--- src/sao_pkg.sv ---
// Shared constants for the serial audio output port
package sao_pkg;

  // ****************************************************************
  // Register map
  // ****************************************************************
  localparam logic [11:0] SAO_CTRL_ADDR = 12'h81E; // Serial output control word
  localparam logic [15:0] SAO_CTRL_RESET = 16'h0000; // Slave mode, 24-bit, stereo
  localparam logic [15:0] SAO_CTRL_WMASK = 16'h3FFF; // Top two bits read as zero

  // ****************************************************************
  // Field positions inside the control word
  // ****************************************************************
  localparam int SAO_POL_BIT = 13; // frame_clock_polarity
  localparam int SAO_EDGE_BIT = 12; // bit_clock_edge_select
  localparam int SAO_MS_BIT = 11; // Master when set
  localparam int SAO_BDIV_LSB = 9; // bit_clock_divide[1:0]
  localparam int SAO_FDIV_LSB = 7; // frame_clock_divide[1:0]
  localparam int SAO_SHAPE_BIT = 6; // frame_sync_shape
  localparam int SAO_TDM_BIT = 5; // Eight-channel stream on lane 0
  localparam int SAO_MSB_LSB = 2; // MSB position field [2:0]
  localparam int SAO_WL_LSB = 0; // out_word_length[1:0]

  // ****************************************************************
  // Stream geometry
  // ****************************************************************
  localparam int SAO_SAMPLE_W = 24; // Widest sample word
  localparam int SAO_CHANNELS = 8; // Channels held for output
  localparam int SAO_LANES = 4; // Stereo serial lanes
  localparam int SAO_SLOT_BITS = 32; // Bit clocks per channel slot
  localparam logic [8:0] SAO_POS_MAX = 9'h1FF; // Frame bit counter saturation
  localparam logic [8:0] SAO_STEREO_HALF = 9'h020; // Bit clocks per stereo half
  localparam logic [8:0] SAO_PULSE_FRAME = 9'h040; // Stereo frame in pulse mode
  localparam logic [8:0] SAO_TDM_FRAME = 9'h100; // Eight slots of 32

  // ****************************************************************
  // Word lengths and MSB delays
  // ****************************************************************
  localparam logic [4:0] SAO_WL_24 = 5'h18;
  localparam logic [4:0] SAO_WL_20 = 5'h14;
  localparam logic [4:0] SAO_WL_16 = 5'h10;
  localparam logic [4:0] SAO_DLY_0 = 5'h00;
  localparam logic [4:0] SAO_DLY_1 = 5'h01;
  localparam logic [4:0] SAO_DLY_8 = 5'h08;
  localparam logic [4:0] SAO_DLY_12 = 5'h0C;
  localparam logic [4:0] SAO_DLY_16 = 5'h10;

endpackage

--- src/sao_sample_mem.sv ---
// Small sample store with several registered read ports
`timescale 1ns/1ns

module sao_sample_mem #(
  parameter int DW = 24,
  parameter int DEPTH = 8,
  parameter int RP = 4,
  parameter int AW = 3
) (
  input wire logic clk_i,
  input wire logic resetn_i,
  input wire logic we_i,
  input wire logic [AW-1:0] waddr_i,
  input wire logic [DW-1:0] wdata_i,
  input wire logic [RP*AW-1:0] raddr_i,
  output logic [RP*DW-1:0] rdata_o
);

  // ****************************************************************
  // State
  // ****************************************************************
  typedef struct packed {
    logic [DEPTH-1:0][DW-1:0] mem; // Sample words
    logic [RP-1:0][DW-1:0] rd; // Registered read data
  } sao_mem_state_t;

  sao_mem_state_t q, d;

  // Every port reads the old contents; a same-cycle write lands at the same edge
  always_comb begin
    d = q;
    if (we_i) begin
      d.mem[waddr_i] = wdata_i;
    end
    for (int i = 0; i < RP; i++) begin
      d.rd[i] = q.mem[raddr_i[i*AW +: AW]];
    end
  end

  // Silence after reset so lanes start quiet
  always_ff @(posedge clk_i or negedge resetn_i) begin
    if (!resetn_i) begin
      q <= '0;
    end else begin
      q <= d;
    end
  end

  assign rdata_o = q.rd;

endmodule

--- src/sao_port.sv ---
// Serial audio output port: control word, clock master/slave, lane shifters
`timescale 1ns/1ns
// How it works
// - polarity bit chooses which frame level is left; pulse shape ignores it
// - edge bit picks falling or rising data change
// - reset leaves clocks as inputs until master set
// - master bit clock is internal clock over 16/8/4/2
// - master frame clock is internal over 1024/512/256
// - shape bit gives 50% word clock or pulse
// - TDM bit sends eight channels on lane zero
// - MSB field sets lag of first data bit
// - every sample goes out MSB first
// - word length 24/20/16, trailing slots driven zero

module sao_port (
  input wire logic clk_i,
  input wire logic resetn_i,
  input wire logic [11:0] ctrl_addr_i,
  input wire logic [15:0] ctrl_wdata_i,
  input wire logic ctrl_we_i,
  output logic [15:0] ctrl_rdata_o,
  input wire logic sample_we_i,
  input wire logic [2:0] sample_ch_i,
  input wire logic [23:0] sample_data_i,
  input wire logic bclk_i,
  output logic bclk_o,
  output logic bclk_oe_o,
  input wire logic lrclk_i,
  output logic lrclk_o,
  output logic lrclk_oe_o,
  output logic [3:0] serial_out_o
);

  // ****************************************************************
  // Helpers
  // ****************************************************************
  // Decode the word length field; the reserved code falls back to 24
  function automatic logic [4:0] wl_of(input logic [1:0] code);
    case (code)
      2'h1: wl_of = sao_pkg::SAO_WL_20;
      2'h2: wl_of = sao_pkg::SAO_WL_16;
      default: wl_of = sao_pkg::SAO_WL_24;
    endcase
  endfunction

  // Decode the MSB position field; reserved codes behave as a lag of one
  function automatic logic [4:0] dly_of(input logic [2:0] code);
    case (code)
      3'h1: dly_of = sao_pkg::SAO_DLY_0;
      3'h2: dly_of = sao_pkg::SAO_DLY_8;
      3'h3: dly_of = sao_pkg::SAO_DLY_12;
      3'h4: dly_of = sao_pkg::SAO_DLY_16;
      default: dly_of = sao_pkg::SAO_DLY_1;
    endcase
  endfunction

  // Pick one bit of a sample, MSB first, zero past the word length
  function automatic logic bit_of(input logic [23:0] w, input logic [4:0] idx,
                                  input logic [4:0] wl);
    if (idx < wl) begin
      bit_of = w[5'h17 - idx];
    end else begin
      bit_of = 1'b0;
    end
  endfunction

  // ****************************************************************
  // State
  // ****************************************************************
  typedef struct packed {
    logic [15:0] ctrl; // serial_output_control
    logic [15:0] rdata; // Read data
    logic [9:0] mcnt; // Master divider from the 1024x clock
    logic bclk; // Master bit clock
    logic lrclk; // Master frame clock
    logic bs1; // Bit clock synchroniser, first stage
    logic bs2; // Bit clock synchroniser, second stage
    logic ls1; // Frame clock synchroniser, first stage
    logic ls2; // Frame clock synchroniser, second stage
    logic b_prev; // Bit clock seen last cycle
    logic edge_hit; // Data change edge seen last cycle
    logic lr_last; // Frame level at previous change edge
    logic [8:0] cnt; // Bit clocks since frame or half start
    logic [3:0] sdo; // Lane outputs
  } sao_state_t;

  sao_state_t q, d;

  logic master;
  logic pol;
  logic pulse;
  logic tdm;
  logic [4:0] wl;
  logic [4:0] dly;
  logic [3:0] bsel;
  logic [3:0] fsel;
  logic [9:0] mnext;
  logic [9:0] fmask;
  logic [9:0] bper;
  logic b_cur;
  logic lr;
  logic start;
  logic [8:0] pos;
  logic [8:0] pe;
  logic right;
  logic valid;
  logic [11:0] raddr;
  logic [95:0] rdata;

  // ****************************************************************
  // Sample store
  // ****************************************************************
  // Read addresses follow the bit about to be sent, so data is ready one cycle later
  sao_sample_mem #(
    .DW(sao_pkg::SAO_SAMPLE_W),
    .DEPTH(sao_pkg::SAO_CHANNELS),
    .RP(sao_pkg::SAO_LANES),
    .AW(3)
  ) u_mem (
    .clk_i(clk_i),
    .resetn_i(resetn_i),
    .we_i(sample_we_i),
    .waddr_i(sample_ch_i),
    .wdata_i(sample_data_i),
    .raddr_i(raddr),
    .rdata_o(rdata)
  );

  // ****************************************************************
  // Field decode and frame position
  // ****************************************************************
  // Everything here is combinational from the registered state
  always_comb begin
    master = q.ctrl[sao_pkg::SAO_MS_BIT];
    pol = q.ctrl[sao_pkg::SAO_POL_BIT];
    pulse = q.ctrl[sao_pkg::SAO_SHAPE_BIT];
    tdm = q.ctrl[sao_pkg::SAO_TDM_BIT];
    wl = wl_of(q.ctrl[sao_pkg::SAO_WL_LSB +: 2]);
    dly = dly_of(q.ctrl[sao_pkg::SAO_MSB_LSB +: 3]);
    // Divider bit: /16 uses bit 3 down to /2 using bit 0
    bsel = 4'h3 - {2'h0, q.ctrl[sao_pkg::SAO_BDIV_LSB +: 2]};
    // Frame bit: /1024 bit 9, /512 bit 8, /256 bit 7; reserved acts as /256
    if (q.ctrl[sao_pkg::SAO_FDIV_LSB +: 2] == 2'h3) begin
      fsel = 4'h7;
    end else begin
      fsel = 4'h9 - {2'h0, q.ctrl[sao_pkg::SAO_FDIV_LSB +: 2]};
    end
    mnext = q.mcnt + 10'h001;
    fmask = 10'((11'h002 << fsel) - 11'h001);
    bper = 10'(11'h002 << bsel);
    // Slave clocks are read only after both synchroniser stages
    b_cur = master ? q.bclk : q.bs2;
    lr = master ? q.lrclk : q.ls2;
    // Frame or half start seen at this change edge
    if (pulse) begin
      start = lr && !q.lr_last;
    end else if (tdm) begin
      start = (lr != q.lr_last) && ((lr ^ pol) == 1'b0);
    end else begin
      start = lr != q.lr_last;
    end
    pos = start ? 9'h000 : q.cnt;
    pe = pos - {4'h0, dly};
    // Left sits on the low level with polarity 0, swapped with 1
    right = pulse ? pe[5] : (lr ^ pol);
    if (pos < {4'h0, dly}) begin
      valid = 1'b0;
    end else if (tdm) begin
      valid = pe < sao_pkg::SAO_TDM_FRAME;
    end else if (pulse) begin
      valid = pe < sao_pkg::SAO_PULSE_FRAME;
    end else begin
      valid = pe < sao_pkg::SAO_STEREO_HALF;
    end
    // Lane k carries channels 2k and 2k+1; TDM walks slots on lane 0
    for (int i = 0; i < sao_pkg::SAO_LANES; i++) begin
      if (tdm) begin
        raddr[i*3 +: 3] = (i == 0) ? pe[7:5] : 3'h0;
      end else begin
        raddr[i*3 +: 3] = {2'(i), right};
      end
    end
  end

  // ****************************************************************
  // Next state
  // ****************************************************************
  always_comb begin
    d = q;
    // Software writes the control word; top bits stay zero
    if (ctrl_we_i && (ctrl_addr_i == sao_pkg::SAO_CTRL_ADDR)) begin
      d.ctrl = ctrl_wdata_i & sao_pkg::SAO_CTRL_WMASK;
    end
    // Unmapped addresses read as zero
    if (ctrl_addr_i == sao_pkg::SAO_CTRL_ADDR) begin
      d.rdata = q.ctrl;
    end else begin
      d.rdata = 16'h0000;
    end
    // Pin synchronisers; first stage feeds only the second
    d.bs1 = bclk_i;
    d.bs2 = q.bs1;
    d.ls1 = lrclk_i;
    d.ls2 = q.ls1;
    // Master divider runs only while driving the pins
    if (master) begin
      d.mcnt = mnext;
      d.bclk = ~mnext[bsel];
      if (pulse) begin
        // One bit clock period high at the start of each frame
        d.lrclk = (mnext & fmask) < bper;
      end else begin
        // 50% word clock, first half on the left level
        d.lrclk = mnext[fsel] ^ pol;
      end
    end else begin
      d.mcnt = 10'h000;
      d.bclk = 1'b0;
      d.lrclk = 1'b0;
    end
    // Change edge: falling with edge bit 0, rising with 1
    d.b_prev = b_cur;
    if (q.ctrl[sao_pkg::SAO_EDGE_BIT]) begin
      d.edge_hit = b_cur && !q.b_prev;
    end else begin
      d.edge_hit = !b_cur && q.b_prev;
    end
    // Act one cycle after the edge so read data has settled
    if (q.edge_hit) begin
      d.lr_last = lr;
      d.cnt = (pos == sao_pkg::SAO_POS_MAX) ? pos : pos + 9'h001;
      for (int i = 0; i < sao_pkg::SAO_LANES; i++) begin
        if (tdm && (i != 0)) begin
          d.sdo[i] = 1'b0;
        end else begin
          d.sdo[i] = valid && bit_of(rdata[i*24 +: 24], pe[4:0], wl);
        end
      end
    end
  end

  // ****************************************************************
  // Registers
  // ****************************************************************
  // Reset gives slave mode with both clock pins released
  always_ff @(posedge clk_i or negedge resetn_i) begin
    if (!resetn_i) begin
      q <= '0;
      q.ctrl <= sao_pkg::SAO_CTRL_RESET;
    end else begin
      q <= d;
    end
  end

  // ****************************************************************
  // Outputs
  // ****************************************************************
  assign ctrl_rdata_o = q.rdata;
  assign bclk_o = q.bclk;
  assign lrclk_o = q.lrclk;
  assign bclk_oe_o = q.ctrl[sao_pkg::SAO_MS_BIT];
  assign lrclk_oe_o = q.ctrl[sao_pkg::SAO_MS_BIT];
  assign serial_out_o = q.sdo;

endmodule

--- config.mk ---
export PLATFORM = sky130hd
export DESIGN_NAME = sao_port
export DESIGN_NICKNAME = d
export VERILOG_FILES = /design/src/sao_pkg.sv /design/src/sao_sample_mem.sv /design/src/sao_port.sv
export SDC_FILE = /design/constraint.sdc
export NUM_CORES = 1
export LEC_CHECK = 0
export BUFFER_PORTS_ARGS = -buffer_cell sky130_fd_sc_hd__buf_2
export CAP_MARGIN = 25
export CORE_UTILIZATION = 56
export CTS_CLUSTER_DIAMETER = 30
export DETAILED_ROUTE_END_ITERATION = 6
export PLACE_DENSITY = 0.74
export SETUP_SLACK_MARGIN = 0.15
export SYNTH_ARGS = -nofsm -noshare
export SYNTH_HDL_FRONTEND = slang
export SYNTH_SLANG_ARGS = --single-unit
--- constraint.sdc ---
create_clock -name clk_i -period 8.3 [get_ports clk_i]
set_input_delay 1.245 -clock clk_i [delete_from_list [all_inputs] [get_ports clk_i]]
set_output_delay 1.245 -clock clk_i [all_outputs]
set_load 0.02 [all_outputs]
---- Word-level counts from Yosys, hierarchy flattened ----
Index checks and enable logic that the tools add are counted.
storage, ports and cells
  register bits after elaboration ......... 350
  bits of input ports ..................... 61
  output and inout port bits .............. 24
operators by class
  $lt $le $gt $ge ......................... 15
  bitwise operators ....................... 5
  muxes and demuxes ....................... 58
  $add $sub $neg .......................... 7
  reductions and logical operators ........ 13
  shift operators ......................... 2
  eq/ne operators ......................... 10
operators by type and width
  kind                                                                   count
  24-bit binary-select mux with 3-bit select                             4
  192-bit bitwise mux                                                    1
  24-bit 2-to-1 mux                                                      5
  24-bit demux with 3-bit select                                         1
  1-bit 2-to-1 mux                                                       30
  1-bit binary-select mux with 5-bit select                              4
  5-bit one-hot mux with 4 select lines                                  1
  2-bit by 4-bit << shifter with 10-bit output (first input constant)    2
  9-bit 2-to-1 mux                                                       2
  3-bit by 4-bit < comparator with 1-bit output (second input constant)  4
  14-bit 2-to-1 mux                                                      1
  12-bit == test (second input constant)                                 1
  12-bit 2-to-1 mux                                                      1
  10-bit by 1-bit adder with 10-bit output (second input constant)       1
  10-bit AND                                                             1
  1-bit logical AND                                                      10
  10-bit < comparator                                                    1
  4-bit by 5-bit < comparator with 1-bit output (second input constant)  2
  10-bit by 1-bit subtractor with 10-bit output (second input constant)  1
  9-bit by 1-bit adder with 9-bit output (second input constant)         1
  9-bit == test (second input constant)                                  1
  9-bit by 5-bit < comparator with 1-bit output                          1
  9-bit by 6-bit < comparator with 1-bit output (second input constant)  1
  9-bit by 7-bit < comparator with 1-bit output (second input constant)  1
  23 further kinds                                                       32

---- Logic depth before layout (Yosys ltp) ----
  depth after elaboration ................. 16
  mapped depth ............................ 20
  depth with buffers taken out ............ 17

---- Cells and area by module ----
From an unflattened synthesis, not the netlist that was laid out.
unflattened totals
  cell total of the unflattened synthesis .. 1435
  area, all modules ....................... 20664.8 µm²
by module, submodules not included
  module          cells an instance  area an instance (µm²)  instances
  sao_sample_mem  947                16029.1                 1
  sao_port        488                4635.7                  1

---- Worst setup path after synthesis ----
No wires, ideal clock.
  kind .................................... reg2reg
  start ................................... register q (netlist bit bclk_oe_o)
  end ..................................... register q (netlist bit serial_out_o[2])
  setup time .............................. 67 ps
  stages on the path, launching flop included .. 20
  data arrival time ....................... 4649 ps
  setup slack ............................. 3583 ps
  period minus slack after synthesis ...... 4717 ps
  buffers on the path ..................... 2
  cell sequence ........................... dfrtp_1 -> buf_4 -> mux2i_4 -> inv_1 -> ha_1 -> nor2_1 -> a21boi_2 -> clkbuf_1 -> and2_1 -> ha_1 -> nor2b_1 -> o21a_1 -> a211o_1 -> a21oi_1 -> ha_1 -> nor2b_1 -> a2111oi_0 -> o211ai_1 -> nor3_1 -> a32o_1
between the ends
  longest elaborated chain between the ends .. 16
  elaborated cells between the ends (all ways) .. 26
ends and longest elaborated chain
  element                                      line             text
  start, declared                              sao_port.sv:87   sao_state_t q, d;
  1-bit 2-to-1 mux *                           sao_port.sv:153  lr = master ? q.lrclk : q.ls2;
  named net lr                                 sao_port.sv:101  logic lr;
  1-bit bitwise XOR                            sao_port.sv:158  start = (lr != q.lr_last) && ((lr ^ pol) == 1'b0);
  1-bit inverter                               sao_port.sv:158
  1-bit logical AND                            sao_port.sv:158
  1-bit 2-to-1 mux                             sao_port.sv:157  end else if (tdm) begin
  1-bit 2-to-1 mux *                           sao_port.sv:155  if (pulse) begin
  9-bit 2-to-1 mux *                           sao_port.sv:162  pos = start ? 9'h000 : q.cnt;
  9-bit by 5-bit subtractor with 9-bit output  sao_port.sv:163  pe = pos - {4'h0, dly};
  5-bit subtractor                             sao_port.sv:61   bit_of = w[5'h17 - idx];
  1-bit binary-select mux with 5-bit select    sao_port.sv:61
  1-bit 2-to-1 mux (not written as such)       sao_port.sv:61
  1-bit 2-to-1 mux                             sao_port.sv:60   if (idx < wl) begin
  1-bit 2-to-1 mux                             sao_port.sv:233  if (tdm && (i != 0)) begin
  1-bit 2-to-1 mux                             sao_port.sv:229  if (q.edge_hit) begin
  1-bit logical AND *                          sao_port.sv:236  d.sdo[i] = valid && bit_of(rdata[i*24 +: 24], pe[4:0], wl);
  1-bit 2-to-1 mux *                           sao_port.sv:233
The timed path passes the listed nets; every way through them passes the cells marked *. The select of a mux whose other input is x is not followed.
A chain may end at the register's enable or synchronous reset.

==> impl_metrics.csv <==
group,metric,value,unit
run_status,status,"complete, no violations",
setup_path,worstPathRequired,8760,ps
setup_path,slowest_stage,"a21o_4",
logic_synthesis,synth_cell_types,73,
grt,grt-ovfl-total,0,
grt,grt_max_degree,150,
logic_synthesis,synth_edf_count,0,
clocking,cts-root-buf,"clkbuf_16",
power_and_ir_drop,switchingPower,1.784,mW
cells_and_area,fill_cells,2143,
logic_synthesis,ys_seq_area_frac,0.5123,
power_and_ir_drop,power_frac_comb,0.192,
floorplanning,chipWidth,176.2,um
clocking,clkTransAtPathRegs,50,ps
clocking,cts-htree-levels,3,
detailed_routing,drtIter0Drc,1278,
grt,grt_pass1_vias,12650,
setup_path,path_cells,"mux2i_4 -> inv_1 -> ha_1 -> nor2_1 -> a21boi_2 -> and2_1 -> ha_1 -> nand2_1 -> o21ai_0 -> o22a_1 -> o211ai_4 -> a32oi_4 -> a21o_4 -> nand2_1 -> a31oi_1",
clocking,cts_resized,0,
sta,drv_slew,0,
logic_synthesis,yosys_register_bits,348,
logic_synthesis,ys.flop_type,"dfrtp_1",
sta,layout_min_cycle_time,6088,ps
sta,setup_violations,0,
logic_synthesis,ys_async_sr_fraction,1.000,
setup_path,rrSetupSlack,2210,ps
setup_path,slowest_delay,820,ps
setup_path,start_kind,"flop",
sta,setup_tns,0,ps
clocking,cts_tree,"built",
setup_path,critical_path.endpoint_type,"flop",
cells_and_area,drive_above_1_share,0.3136,
floorplanning,core,29720,sq um
clocking,clk_latency,580,ps
logic_synthesis,avgSynthCellArea,11.51,sq um
detailed_routing,drc,0,
cells_and_area,area_growth,17.11,%
logic_synthesis,synth_top_area_frac,0.5123,
place,io_buffers,80,
place,dp_slack,2323,ps
grt,antenna_found_initial,1,
clocking,cts_buffers,69,
power_and_ir_drop,p_total,6.208,mW
place,place.gp.congestion,0.9398,
power_and_ir_drop,clock_power_share,0.446,
detailed_routing,via_count,12310,
cells_and_area,regArea,8708,sq um
cells_and_area,multi_input_area,7656,sq um
sta,rsz0062_at_grt,"false",
logic_synthesis,synth_top_cell_by_area,"dfrtp_1",
clocking,post_cts_buffers,0,
floorplanning,pin_count,85,
floorplanning,dieArea,31060,sq um
power_and_ir_drop,vdd_drop_max,0.0002118,V
floorplanning,rows,63,
clocking,clock_path_buffers,3,
setup_path,crit_buf_inv,1,
power_and_ir_drop,power_leakage,8.819,nW
logic_synthesis,yosys-top-cells-area,"dfrtp_1 51%, mux2_2 15%, nand2_1 4.6%, mux2i_1 4.2%, a31oi_1 3.0%",
power_and_ir_drop,internal_power,4.424,mW
power_and_ir_drop,power_density,311.9,nW/um^2
setup_path,crit_type,"reg -> reg",
grt,grt_usage,0.2899,
floorplanning,die_h,176.2,um
logic_synthesis,netlist_area,17000,sq um
cells_and_area,fin_nets,1606,
cells_and_area,final_area,19910,sq um
min_path,hold_path.class,"reg -> reg",
setup_path,crit_arrival,6550,ps
detailed_routing,wirelength,43630,um
logic_synthesis,yosysMostFrequentCell,"dfrtp_1",
sta,fin_crit_sh,0.7335,
place,placedCellCount,1851,
grt,grt_pass1_wl,68970,um
logic_synthesis,synthCells,1477,
sta,fin_ws,2212,ps
power_and_ir_drop,seq_power_share,0.363,
place,dpl-instance-area,17500,sq um
setup_path,cp_max_fo,72,
power_and_ir_drop,swShare,0.2874,
sta,fin_skew,20.86,ps
cells_and_area,fin_cells,1976,
detailed_routing,drtPass1Iterations,6,
sta,tightestPinTransition,1080,ps
place,place_hpwl,24560,um
floorplanning,start_util,0.5720,
job,cap_viol_max_count,0,
setup_path,path_delay_family,"compound AO/OA/AOI/OAI gates",
clocking,cts_hold_buffers,0,
detailed_routing,via_per_inst,6.227,
logic_synthesis,synth_commonest_cells,"348 x dfrtp_1, 232 x mux2_2, 207 x nand2_1",
clocking,clock-sinks,348,
logic_synthesis,ys_warn_count,0,
sta,hold_viol_final,0,
sta,fmax,164.2,MHz
sta,slew_headroom,0.2774,
detailed_routing,ant_nets,0,
detailed_routing,wl_per_cell,22.08,um
## worst paths after layout
| path | cells past startpoint | to | startpoint |
|---|---|---|---|
| setup / recovery | 15 | u_mem.rdata_o[28]$_DFF_PN0_ | bclk_oe_o$_DFFE_PN0P_ |
| hold / removal | 0 | q[16]$_DFF_PN0_ | d[16]$_DFF_PN0_ |
| setup reg to reg | 15 | u_mem.rdata_o[28]$_DFF_PN0_ | bclk_oe_o$_DFFE_PN0P_ |
| hold reg to reg | 0 | q[16]$_DFF_PN0_ | d[16]$_DFF_PN0_ |
| max in group asynchronous | 2 | u_mem.rdata_o[63]$_DFF_PN0_ | resetn_i |
| min in group asynchronous | 1 | ctrl_rdata_o[8]$_DFF_PN0_ | resetn_i |
## metrics by stage
step,hold slack (ps),utilization
after floorplan,331.2,-
after global placement,338.1,0.5887
after detailed placement,343.3,0.5887
after CTS,357.0,0.6682
after global routing,355.6,0.6698
final,351.3,0.6699
## power by group through the flow
stage / combinational, mW / clock, mW / sequential, mW
4_1_cts: 1.17 / 2.80 / 2.24
3_5_place_dp: 1.16 / 0 / 2.26
6_report: 1.19 / 2.77 / 2.25
5_1_grt: 1.28 / 2.90 / 2.28
3_3_place_gp: 1.12 / 0 / 2.24
2_1_floorplan: 0.885 / 0 / 2.18
## area by class of cell
cell class                      count  share of cell area
Tap cell                          390             0.02451
Clock buffer                       87             0.09679
Sequential cell                   348              0.4375
Timing Repair Buffer              103             0.03281
Clock inverter                     35             0.02181
Inverter                           10            0.001886
Antenna cell                        1           0.0001257
Multi-Input combinational cell   1002              0.3846
## kinds of logic (layout without fill, tap and decap cells)
family / Yosys count / after routing / synth area share
XOR/XNOR: 17 / 17 / 0.008759
multiplexers: 326 / 326 / 0.2244
AND/OR/NAND/NOR: 380 / 380 / 0.09981
adder cells (fa/ha/maj): 11 / 11 / 0.008096
buffers and inverters: 129 / 235 / 0.04048
flip-flops: 348 / 348 / 0.5123
other: 2 / 5 / 0.0004418
AO/OA/AOI/OAI: 264 / 264 / 0.1057
## layer usage
layer / track usage / routed length [um] / vias up
li1: - / - / 5458
met2: 0.4652 / 21300 / 523
met1: 0.3852 / 18060 / 6229
met3: 0.05900 / 3099 / 95
met5: 0 / 0 / -
met4: 0.1196 / 1166 / 0
## cells in the final DEF, fill, tap and decap left out, drive strengths merged, types with 10 or more instances in the layout
cell type	synthesis	final
nor3	10	10
mux4	19	19
clkbuf	54	87
nand2	207	207
ha	11	11
inv	10	15
a31oi	82	82
o22ai	25	25
clkinv	0	15
and2	19	19
mux2i	72	72
nor2b	14	14
a22o	10	10
mux2	235	235
buf	65	103
a21oi	42	42
nor2	62	62
dfrtp	348	348
o21ai	44	44
nand3	26	26
## state kept, by name, indices dropped and copies added (netlist names)
register and count:
bclk_oe_o 1, lrclk_o 1, bclk_o 1, pulse 1, d 2, u_mem.q 192
q 35, pol 1, u_mem.rdata_o 96, serial_out_o 4, ctrl_rdata_o 14
Note: power is estimated with default switching activity, not from simulation.
